File: config.mk
export PLATFORM = sky130hd
export DESIGN_NAME = ted_control
export DESIGN_NICKNAME = d
export VERILOG_FILES = /design/src/design/ted_pkg.sv /design/src/design/ted_peak_track.sv /design/src/design/ted_control.sv
export SDC_FILE = /design/constraint.sdc
export NUM_CORES = 1
export LEC_CHECK = 0
export BUFFER_PORTS_ARGS = -buffer_cell sky130_fd_sc_hd__buf_2
export CAP_MARGIN = 20
export CORE_UTILIZATION = 55
export DETAILED_ROUTE_END_ITERATION = 8
export PLACE_DENSITY = 0.83
export SLEW_MARGIN = 5
export SYNTH_ARGS = -nofsm -noshare
export SYNTH_HDL_FRONTEND = slang
export SYNTH_HIERARCHICAL = 1
export SYNTH_SLANG_ARGS = --single-unit
File: constraint.sdc
create_clock -name i_clk -period 4.38 [get_ports i_clk]
set_input_delay 0.657 -clock i_clk [delete_from_list [all_inputs] [get_ports i_clk]]
set_output_delay 0.657 -clock i_clk [all_outputs]
set_load 0.02 [all_outputs]
File: src/design/ted_pkg.sv
/*
 * Shared constants, types and arithmetic for the tooth edge detector control.
 * Assumes the processed signal arrives as a signed sample with 1 LSB = 1 gauss.
 */
package ted_pkg;

    // =========================================================
    // Signal widths and types
    localparam int SIG_W = 12;
    typedef logic signed [SIG_W-1:0] ted_sig_t;
    typedef logic        [SIG_W:0]   ted_amp_t;
    typedef logic signed [SIG_W+1:0] ted_lvl_t;
    typedef logic        [6:0]       ted_pct_t;
    typedef enum logic [1:0] {ST_STARTUP, ST_CALIB, ST_RUN} ted_mode_t;

    // =========================================================
    // Static configuration bit positions
    localparam int CFG_W          = 4;
    localparam int CFG_TOOTH_HIGH = 0;
    localparam int CFG_SWITCH_50  = 1;
    localparam int CFG_WIDE_START = 2;
    localparam int CFG_FOUR_TOOTH = 3;

    // =========================================================
    // Thresholds, percentages and counts
    localparam ted_amp_t STARTUP_NARROW_G = 13'h0028;
    localparam ted_amp_t STARTUP_WIDE_G   = 13'h0050;
    localparam ted_pct_t SWITCH_LOW_PCT   = 7'h1E;
    localparam ted_pct_t SWITCH_HIGH_PCT  = 7'h32;
    localparam ted_pct_t HYST_PCT         = 7'h0A;
    localparam ted_pct_t SUDDEN_PCT       = 7'h19;
    localparam int       MEM_DEPTH        = 4;
    localparam logic [3:0] CAL_EDGES_SINGLE = 4'h3;
    localparam logic [3:0] CAL_EDGES_FOUR   = 4'h9;
    localparam logic [25:0] PCT_RECIP     = 26'h0000029;
    localparam int       PCT_SHIFT        = 12;
    localparam logic     OUT_RESET        = 1'b1;

    // =========================================================
    // Percentage of an amplitude, p/100 approximated as p*41/4096
    function automatic ted_amp_t ted_pct(input ted_amp_t a, input ted_pct_t p);
        logic [25:0] prod;
        prod = 26'(a) * 26'(p) * PCT_RECIP;
        return prod[PCT_SHIFT+SIG_W:PCT_SHIFT];
    endfunction

    // Signed difference of two levels, clamped to zero
    function automatic ted_amp_t ted_span(input ted_lvl_t hi, input ted_lvl_t lo);
        ted_lvl_t d;
        d = hi - lo;
        return d[SIG_W+1] ? '0 : d[SIG_W:0];
    endfunction

endpackage

File: src/design/ted_peak_track.sv
/*
 * Running positive and negative peak tracker of the processed signal.
 * Assumes samples and close strobes come from logic on the same clock.
 */
`timescale 1ns/100ps
module ted_peak_track
    import ted_pkg::*;
(
    input  wire logic     i_clk,
    input  wire logic     i_rst_n,
    input  wire logic     i_valid,
    input  wire ted_sig_t i_sample,
    input  wire logic     i_close_hi,
    input  wire logic     i_close_lo,
    output ted_sig_t      o_run_max,
    output ted_sig_t      o_run_min,
    output logic          o_primed
);

    // =========================================================
    // Peak state
    ted_sig_t run_max;
    ted_sig_t run_min;
    logic     primed;
    ted_sig_t next_run_max;
    ted_sig_t next_run_min;
    logic     next_primed;

    always_comb begin
        next_run_max = run_max;
        next_run_min = run_min;
        next_primed  = primed;
        if (i_valid) begin
            if (!primed) begin
                next_run_max = i_sample;
                next_run_min = i_sample;
                next_primed  = 1'b1;
            end else begin
                // Closing a phase restarts that peak at the current sample
                next_run_max = (i_close_hi || i_sample > run_max) ? i_sample : run_max;
                next_run_min = (i_close_lo || i_sample < run_min) ? i_sample : run_min;
            end
        end
    end

    always_ff @(posedge i_clk or negedge i_rst_n) begin
        if (!i_rst_n) begin
            run_max <= '0;
            run_min <= '0;
            primed  <= 1'b0;
        end else begin
            run_max <= next_run_max;
            run_min <= next_run_min;
            primed  <= next_primed;
        end
    end

    assign o_run_max = run_max;
    assign o_run_min = run_min;
    assign o_primed  = primed;

endmodule

File: src/design/ted_control.sv
/*
 * Decision logic of a single-element magnetic tooth sensor: startup gating,
 * calibration, threshold memory, switchpoints with hysteresis, output drive.
 * Assumes samples come from the same clock; straps and lockout are pins.
 */
// Function
// - Static option selects output low or high while a tooth faces the sensor.
// - Output follows tooth/valley difference, independent of rotation direction.
// - Output is high out of power-on for either polarity.
// - First output change is high to low at the matching target edge.
// - Single-tooth option: threshold from the previous tooth peak.
// - Four-tooth option: threshold from the peak stored four teeth earlier.
// - Four-tooth option uses single-tooth updating while the first rotation fills memory.
// - Sudden signal change falls back to single-tooth and relearns four teeth.
// - Switchpoint is a fraction of amplitude, selected by a static option.
// - Fractions are 30 or 50 percent of peak-to-peak, from tooth peak.
// - One threshold for operate and release, with hysteresis band around it.
// - Hysteresis applies on rising and falling edges against false toggles.
// - Hysteresis band is 10 percent of peak-to-peak amplitude.
// - Undervoltage forces output high and freezes target tracking until restored.
// - No output edges until peak-to-peak movement exceeds startup hysteresis.
// - Startup hysteresis has a narrow and a wide option.
// - Narrow option needs 40 gauss, wide option 80 gauss.
// - First exceeding of startup hysteresis moves to calibration.
`timescale 1ns/100ps
module ted_control
    import ted_pkg::*;
#(
    parameter int MEM_D = MEM_DEPTH
)(
    input  wire logic     i_clk,
    input  wire logic     i_reset_n,
    input  wire logic     i_sample_valid,
    input  wire ted_sig_t i_processed_signal,
    input  wire logic     i_supply_below_lockout,
    input  wire logic     i_tooth_high_polarity,
    input  wire logic     i_switch_50pct,
    input  wire logic     i_wide_startup,
    input  wire logic     i_four_tooth_memory,
    output logic          o_out,
    output ted_mode_t     o_mode,
    output logic          o_four_tooth_active,
    output ted_lvl_t      o_switch_threshold
);

    localparam int PW = $clog2(MEM_D);
    localparam int LW = $clog2(MEM_D) + 1;
    localparam logic [LW-1:0] LEARN_FULL = LW'(MEM_D);
    localparam logic [PW-1:0] PTR_LAST   = PW'(MEM_D - 1);

    // =========================================================
    // Reset release, lockout and option synchronisers
    logic             rst_s1;
    logic             rst_n;
    logic             uv_s1;
    logic             uv_low;
    logic [CFG_W-1:0] cfg_s1;
    logic [CFG_W-1:0] cfg_s2;
    logic [CFG_W-1:0] cfg;
    logic             cfg_done;
    logic [1:0]       cfg_age;

    always_ff @(posedge i_clk or negedge i_reset_n) begin
        if (!i_reset_n) begin
            rst_s1 <= 1'b0;
            rst_n  <= 1'b0;
        end else begin
            rst_s1 <= 1'b1;
            rst_n  <= rst_s1;
        end
    end

    always_ff @(posedge i_clk or negedge rst_n) begin
        if (!rst_n) begin
            uv_s1    <= 1'b1;
            uv_low   <= 1'b1;
            cfg_s1   <= '0;
            cfg_s2   <= '0;
            cfg      <= '0;
            cfg_done <= 1'b0;
            cfg_age  <= '0;
        end else begin
            uv_s1   <= i_supply_below_lockout;
            uv_low  <= uv_s1;
            cfg_s1  <= {i_four_tooth_memory, i_wide_startup, i_switch_50pct, i_tooth_high_polarity};
            cfg_s2  <= cfg_s1;
            cfg_age <= {cfg_age[0], 1'b1};
            // Options taken once, after the straps have passed both flops
            if (!cfg_done && cfg_age[1]) begin
                cfg      <= cfg_s2;
                cfg_done <= 1'b1;
            end
        end
    end

    // =========================================================
    // Peak tracking
    logic     trk_valid;
    logic     close_hi;
    logic     close_lo;
    ted_sig_t run_max;
    ted_sig_t run_min;
    logic     primed;

    // Target changes ignored while supply is low
    assign trk_valid = i_sample_valid && cfg_done && !uv_low;

    ted_peak_track u_peak (
        .i_clk      (i_clk),
        .i_rst_n    (rst_n),
        .i_valid    (trk_valid),
        .i_sample   (i_processed_signal),
        .i_close_hi (close_hi),
        .i_close_lo (close_lo),
        .o_run_max  (run_max),
        .o_run_min  (run_min),
        .o_primed   (primed)
    );

    // =========================================================
    // Decision state
    ted_mode_t     mode;
    logic          tooth;
    logic          out;
    ted_sig_t      hi_ref;
    ted_sig_t      lo_ref;
    ted_sig_t      mem [MEM_D];
    logic [PW-1:0] wptr;
    logic [LW-1:0] learned;
    logic [3:0]    edges;
    logic          four_act;
    ted_lvl_t      thr_q;

    ted_mode_t     next_mode;
    logic          next_tooth;
    logic          next_out;
    ted_sig_t      next_hi_ref;
    ted_sig_t      next_lo_ref;
    ted_sig_t      next_mem [MEM_D];
    logic [PW-1:0] next_wptr;
    logic [LW-1:0] next_learned;
    logic [3:0]    next_edges;
    logic          next_four_act;

    ted_lvl_t smp;
    ted_sig_t s_max;
    ted_sig_t s_min;
    ted_amp_t st_thr;
    ted_amp_t ptp;
    ted_sig_t src_hi;
    ted_pct_t sp_pct;
    ted_amp_t half_hys;
    ted_lvl_t thr;
    ted_lvl_t lvl_up;
    ted_lvl_t lvl_dn;
    logic [3:0] cal_target;

    always_comb begin
        smp        = ted_lvl_t'(i_processed_signal);
        s_max      = (i_processed_signal > run_max || !primed) ? i_processed_signal : run_max;
        s_min      = (i_processed_signal < run_min || !primed) ? i_processed_signal : run_min;
        st_thr     = cfg[CFG_WIDE_START] ? STARTUP_WIDE_G : STARTUP_NARROW_G;
        ptp        = ted_span(ted_lvl_t'(hi_ref), ted_lvl_t'(lo_ref));
        // Reference tooth peak: stored four teeth back once memory is full with the four-tooth option set
        src_hi     = four_act ? mem[wptr] : hi_ref;
        sp_pct     = cfg[CFG_SWITCH_50] ? SWITCH_HIGH_PCT : SWITCH_LOW_PCT;
        half_hys   = ted_pct(ptp, HYST_PCT) >> 1;
        // Single threshold measured down from the tooth peak
        thr        = ted_lvl_t'(src_hi) - $signed({1'b0, ted_pct(ptp, sp_pct)});
        lvl_up     = thr + $signed({1'b0, half_hys});
        lvl_dn     = thr - $signed({1'b0, half_hys});
        cal_target = cfg[CFG_FOUR_TOOTH] ? CAL_EDGES_FOUR : CAL_EDGES_SINGLE;

        next_mode    = mode;
        next_tooth   = tooth;
        next_hi_ref  = hi_ref;
        next_lo_ref  = lo_ref;
        next_mem     = mem;
        next_wptr    = wptr;
        next_learned = learned;
        next_edges   = edges;
        close_hi     = 1'b0;
        close_lo     = 1'b0;

        if (trk_valid) begin
            case (mode)
                ST_STARTUP: begin
                    // Leave startup only once movement exceeds the option
                    if (ted_span(ted_lvl_t'(s_max), ted_lvl_t'(s_min)) > st_thr) begin
                        next_mode   = ST_CALIB;
                        next_tooth  = (i_processed_signal == s_max);
                        next_hi_ref = s_max;
                        next_lo_ref = s_min;
                        close_hi    = !next_tooth;
                        close_lo    = next_tooth;
                    end
                end
                ST_CALIB, ST_RUN: begin
                    if (!tooth && smp > lvl_up) begin
                        next_tooth  = 1'b1;
                        next_lo_ref = s_min;
                        close_lo    = 1'b1;
                    end else if (tooth && smp < lvl_dn) begin
                        next_tooth      = 1'b0;
                        next_hi_ref     = s_max;
                        next_mem[wptr]  = s_max;
                        next_wptr       = (wptr == PTR_LAST) ? '0 : wptr + 1'b1;
                        close_hi        = 1'b1;
                        // Jump against the peak four teeth back forces relearning
                        if (learned == LEARN_FULL &&
                            ted_span(ted_lvl_t'(s_max), ted_lvl_t'(mem[wptr])) > ted_pct(ptp, SUDDEN_PCT) ||
                            ted_span(ted_lvl_t'(mem[wptr]), ted_lvl_t'(s_max)) > ted_pct(ptp, SUDDEN_PCT) &&
                            learned == LEARN_FULL) begin
                            next_learned = '0;
                        end else if (learned != LEARN_FULL) begin
                            next_learned = learned + 1'b1;
                        end
                    end
                    if (mode == ST_CALIB && next_tooth != tooth) begin
                        next_edges = edges + 1'b1;
                        if (next_edges == cal_target) begin
                            next_mode = ST_RUN;
                        end
                    end
                end
                default: begin
                    next_mode = ST_STARTUP;
                end
            endcase
        end

        next_four_act = cfg[CFG_FOUR_TOOTH] && (next_learned == LEARN_FULL);

        // Output high in startup and lockout, else polarity of tooth state
        if (uv_low || next_mode == ST_STARTUP) begin
            next_out = OUT_RESET;
        end else begin
            next_out = cfg[CFG_TOOTH_HIGH] ? next_tooth : !next_tooth;
        end
    end

    always_ff @(posedge i_clk or negedge rst_n) begin
        if (!rst_n) begin
            mode     <= ST_STARTUP;
            tooth    <= 1'b0;
            out      <= OUT_RESET;
            hi_ref   <= '0;
            lo_ref   <= '0;
            mem      <= '{default: '0};
            wptr     <= '0;
            learned  <= '0;
            edges    <= '0;
            four_act <= 1'b0;
            thr_q    <= '0;
        end else begin
            mode     <= next_mode;
            tooth    <= next_tooth;
            out      <= next_out;
            hi_ref   <= next_hi_ref;
            lo_ref   <= next_lo_ref;
            mem      <= next_mem;
            wptr     <= next_wptr;
            learned  <= next_learned;
            edges    <= next_edges;
            four_act <= next_four_act;
            thr_q    <= thr;
        end
    end

    assign o_out               = out;
    assign o_mode              = mode;
    assign o_four_tooth_active = four_act;
    assign o_switch_threshold  = thr_q;

endmodule

==> impl_metrics.tcl, run 1 <==
set metrics [dict create \
    status "aborted with a tool error" \
    haltStage "global routing" \
    tool.error "[ERROR GRT-0232] Routing congestion too high. Check the congestion heatmap in the GUI." \
    root_buffer "clkbuf_16" \
    dp_cells 3198 \
    ys_seq_elements 144 \
    yosysMostFrequentCell "ha_1" \
    grt_usage_pct 77.8 \
    place.port_buffers 37 \
    seq_area_frac_synth_pct 18.3 \
    ys_async_sr_fraction_pct 100 \
    avgSynthCellArea_um2 9.17 \
    rows 68 \
    crit_endpoint "u_peak/o_run_min[11]$_DFFE_PN0P_/D" \
    routabilityCongestion 0.969 \
    initial_core_util_pct 56.6 \
    die_h_um 191 \
    yosysUniqueCellTypes 84 \
    io_pins 38 \
    die_x_um 191 \
    yosysTopAreaCell "ha_1" \
    synth-main-ff-cell "dfrtp_1" \
    cts-buffers-inserted 17 \
    cts_max_level 4 \
    dpl_worst_slack_ns -8.12 \
    synthTopCellsByCount "453 x ha_1, 277 x inv_1, 174 x a21oi_1" \
    worstEpCategory "register input" \
    syn_area_mm2 0.0197 \
    yosys_warnings 6 \
    overflow 353 \
    ys_top_cells_by_area "ha_1 29%, dfrtp_1 18%, fa_1 7.6%, inv_1 5.3%, xnor2_1 4.6%" \
    grt_max_degree 89 \
    syn_inst 2151 \
    synth-edff-count 0 \
    hpwl_um 49600 \
    yosysTopAreaCellShare_pct 28.7 \
    numClockSinks 144 \
    clockBufferDepth 2 \
]
==> layer usage <==
| metal | track usage, % | GRT overflow |
|---|---|---|
| met1 | 76.2 | 15 |
| met5 | 42.6 | 5 |
| met3 | 66.8 | 17 |
| met2 | 91.0 | 210 |
| met4 | 78.9 | 106 |
==> per-stage QoR <==
stage	hold slack, ns	cell area (um^2)	util [%]	TNS [ns]
after global placement	0.332	25100	71.9	-859.27
after floorplan	0.331	19900	-	-824.62
after detailed placement	0.338	25100	71.9	-933.26
after CTS	0.301	27400	78.6	-938.93
==> cell families after synthesis <==
logic type,count (synthesis),synth area share (%)
adders and majority gates,528,36.3
and+or+nand+nor,471,11.9
muxes,91,5.88
buffers and inverters,318,6.17
AOI/OAI and AO/OA,453,14.9
xor gates and xnor gates,145,6.44
other,1,0.0190
DFF,144,18.3
==> timing repair <==
action,CTS
gates cloned,14
hold endpoints to repair,2
hold buffers,1
pin swaps,88
setup buffers,48
resized for setup,237
setup endpoints to repair,124
==> run 2: changes to the inputs <==
Settings changed: CORE_UTILIZATION 55 to 40, PLACE_DENSITY 0.83 to default, PLACE_DENSITY_LB_ADDON from default to 0.15.
Clock period 4.38 ns to 5.7 ns, I/O delays scaled along.
==> impl_metrics.tcl, run 2 <==
set metrics [dict create \
    hpwl_um 46300 \
    yosysUniqueCellTypes 84 \
    ant_nets 0 \
    vias 17800 \
    drv_slew 0 \
    ys_seq_elements 144 \
    drv_cap 0 \
    die_h_um 224 \
    yosysMostFrequentCell "ha_1" \
    final_common_cell "buf_4" \
    synth-edff-count 0 \
    fmax_ghz 0.0820 \
    wl_per_cell_um 16.8 \
    setup_viol 124 \
    initial_core_util_pct 40.5 \
    grt_pass1_vias 18600 \
    fin_skew_ns 0.0186 \
    grt_pass1_wl_um 95500 \
    yosys_warnings 6 \
    max_stage_delay_ns 0.50 \
    worst_path_max_delay_cell "fa_1" \
    tightest_slew_ns 1.07 \
    top_usage_layer "met2" \
    grt_max_degree 74 \
    fin_nets 3376 \
    synth-main-ff-cell "dfrtp_1" \
    fill_cells 4308 \
    seq_area_frac_synth_pct 18.3 \
    io_pins 38 \
    mostFrequentLayoutCells "614 x buf_4, 433 x ha_1, 262 x inv_1, 140 x dfrtp_1, 122 x nor2_1" \
    vias_per_cell 5.08 \
    cp_top_family "compound AO/OA/AOI/OAI gates" \
    numClockSinks 144 \
    syn_inst 2151 \
    yosysTopAreaCellShare_pct 28.7 \
    period_needed_ns 12.20 \
    violations "setup timing" \
    drive_gt1_share_pct 37.4 \
    fin_crit_sh_pct 214 \
    grtUsageMet1_pct 31.2 \
    clk_latency_ns 0.45 \
    grt_usage_pct 23.8 \
    rows 81 \
    worst_slack_ns -6.50 \
    yosysTopAreaCell "ha_1" \
    place.port_buffers 37 \
    path_clk_slew_ns 0.07 \
    status "complete, but fails checks" \
    endpoint_kind "flip-flop" \
    die_x_um 224 \
    cts_max_level 4 \
    first_pass_iters 5 \
    worstPathMaxFanout 12 \
    largest_reg_flops 48 \
    drcViolationCount 0 \
    multiInputGateArea_mm2 0.0164 \
    crit_path_start_kind "flip-flop" \
    synthTopCellsByCount "453 x ha_1, 277 x inv_1, 174 x a21oi_1" \
    clockBufferDepth 2 \
    num_antenna_cells 0 \
    rsz0062_at_grt "true" \
    cp.arrival_ns 12.52 \
    drt_wl_total_um 59000 \
    cts_tree "built" \
    overflow 0 \
    drtIter0Drc 686 \
    min_path_type "input pin to asynchronous set/reset pin" \
    ys_async_sr_fraction_pct 100 \
    slew_headroom_pct 28.3 \
    top_register "mem" \
    routabilityCongestion 0.875 \
    ys_top_cells_by_area "ha_1 29%, dfrtp_1 18%, fa_1 7.6%, inv_1 5.3%, xnor2_1 4.6%" \
    use_met3_pct 2.10 \
    core_mm2 0.0487 \
    syn_area_mm2 0.0197 \
    area_delta_synth_final_pct 41.7 \
    crit_top_cell "buf_4" \
    cts-buffers-inserted 17 \
    tns_ns -723.59 \
    cts_hold_buf 0 \
    hold_viol 0 \
    root_buffer "clkbuf_16" \
    met2_usage_pct 41.1 \
    path_buf_inv 12 \
    avgSynthCellArea_um2 9.17 \
    crit_type "flip-flop to flip-flop" \
    fp.dieArea_mm2 0.0502 \
    antenna_found_initial 0 \
    ff_latch_area_mm2 0.00361 \
    required_ns 6.02 \
]
## run 2: path summary, 6_finish.rpt
kind,from,end,slack (ns),cells past startpoint
min in group i_clk,cfg_age[0]$_DFF_PN0_,cfg_age[1]$_DFF_PN0_,0.35,0
max in group asynchronous,rst_n$_DFF_PN0_,o_switch_threshold[7]$_DFF_PN0_,4.49,2
min,i_reset_n,rst_n$_DFF_PN0_,0.19,1
min reg2reg,rst_n$_DFF_PN0_,mem[10]$_DFFE_PN0P_,0.25,0
max,hi_ref[0]$_DFFE_PN0P_,u_peak/o_run_min[6]$_DFFE_PN0P_,-6.50,59
max reg2reg,hi_ref[0]$_DFFE_PN0P_,u_peak/o_run_min[6]$_DFFE_PN0P_,-6.50,59
## run 2: logic make-up (layout without fill, tap and decap cells)
group	count (synthesis)	after routing	share of synthesized area (%)
other cells	1	2	0.0190
compound gates	453	453	14.9
mux	91	91	5.88
buf+inv	318	1007	6.17
fa+ha+maj	528	528	36.3
flops	144	144	18.3
xor+xnor	145	145	6.44
simple gates	471	471	11.9
## run 2: metal layers
metal	part of all wire (%)	routed length [um]
met5	0	0
met4	3.0	1790
met3	2.4	1440
met2	48	28500
met1	46	27200
## run 2: per-stage QoR
| step | hold WS, ns | cell area, um^2 | std cells | utilization, % | setup slack, ns |
|---|---|---|---|---|---|
| final | 0.186 | 28000 | 3505 | 57.4 | -6.50 |
| after global routing | 0.174 | 28000 | 3505 | 57.4 | -7.01 |
| after CTS | 0.169 | 27100 | 3503 | 55.6 | -6.41 |
| after detailed placement | 0.253 | 25500 | 3427 | 52.3 | -6.62 |
| after global placement | 0.247 | 25500 | 3427 | 52.3 | -6.38 |
| after floorplan | 0.331 | 19900 | 2152 | - | -6.01 |
## run 2: final cells by class
class	count	area share, %
Timing Repair Buffer	698	19.8
Clock buffer	21	1.68
Inverter	277	3.75
Sequential cell	144	12.9
Tap cell	664	2.97
Multi-Input combinational cell	1690	58.6
Clock inverter	11	0.331
## run 2: timing repair
action | CTS | global route
pin swaps | 50 | 75
gates cloned | 11 | 0
setup buffers | 34 | 21
endpoints found under the setup margin | 124 | 124
resized for setup | 113 | 223
Power of run 2 is left out: the tool's default activity adds up to more than one toggle a clock period on the data nets, which glitch-free logic cannot reach.
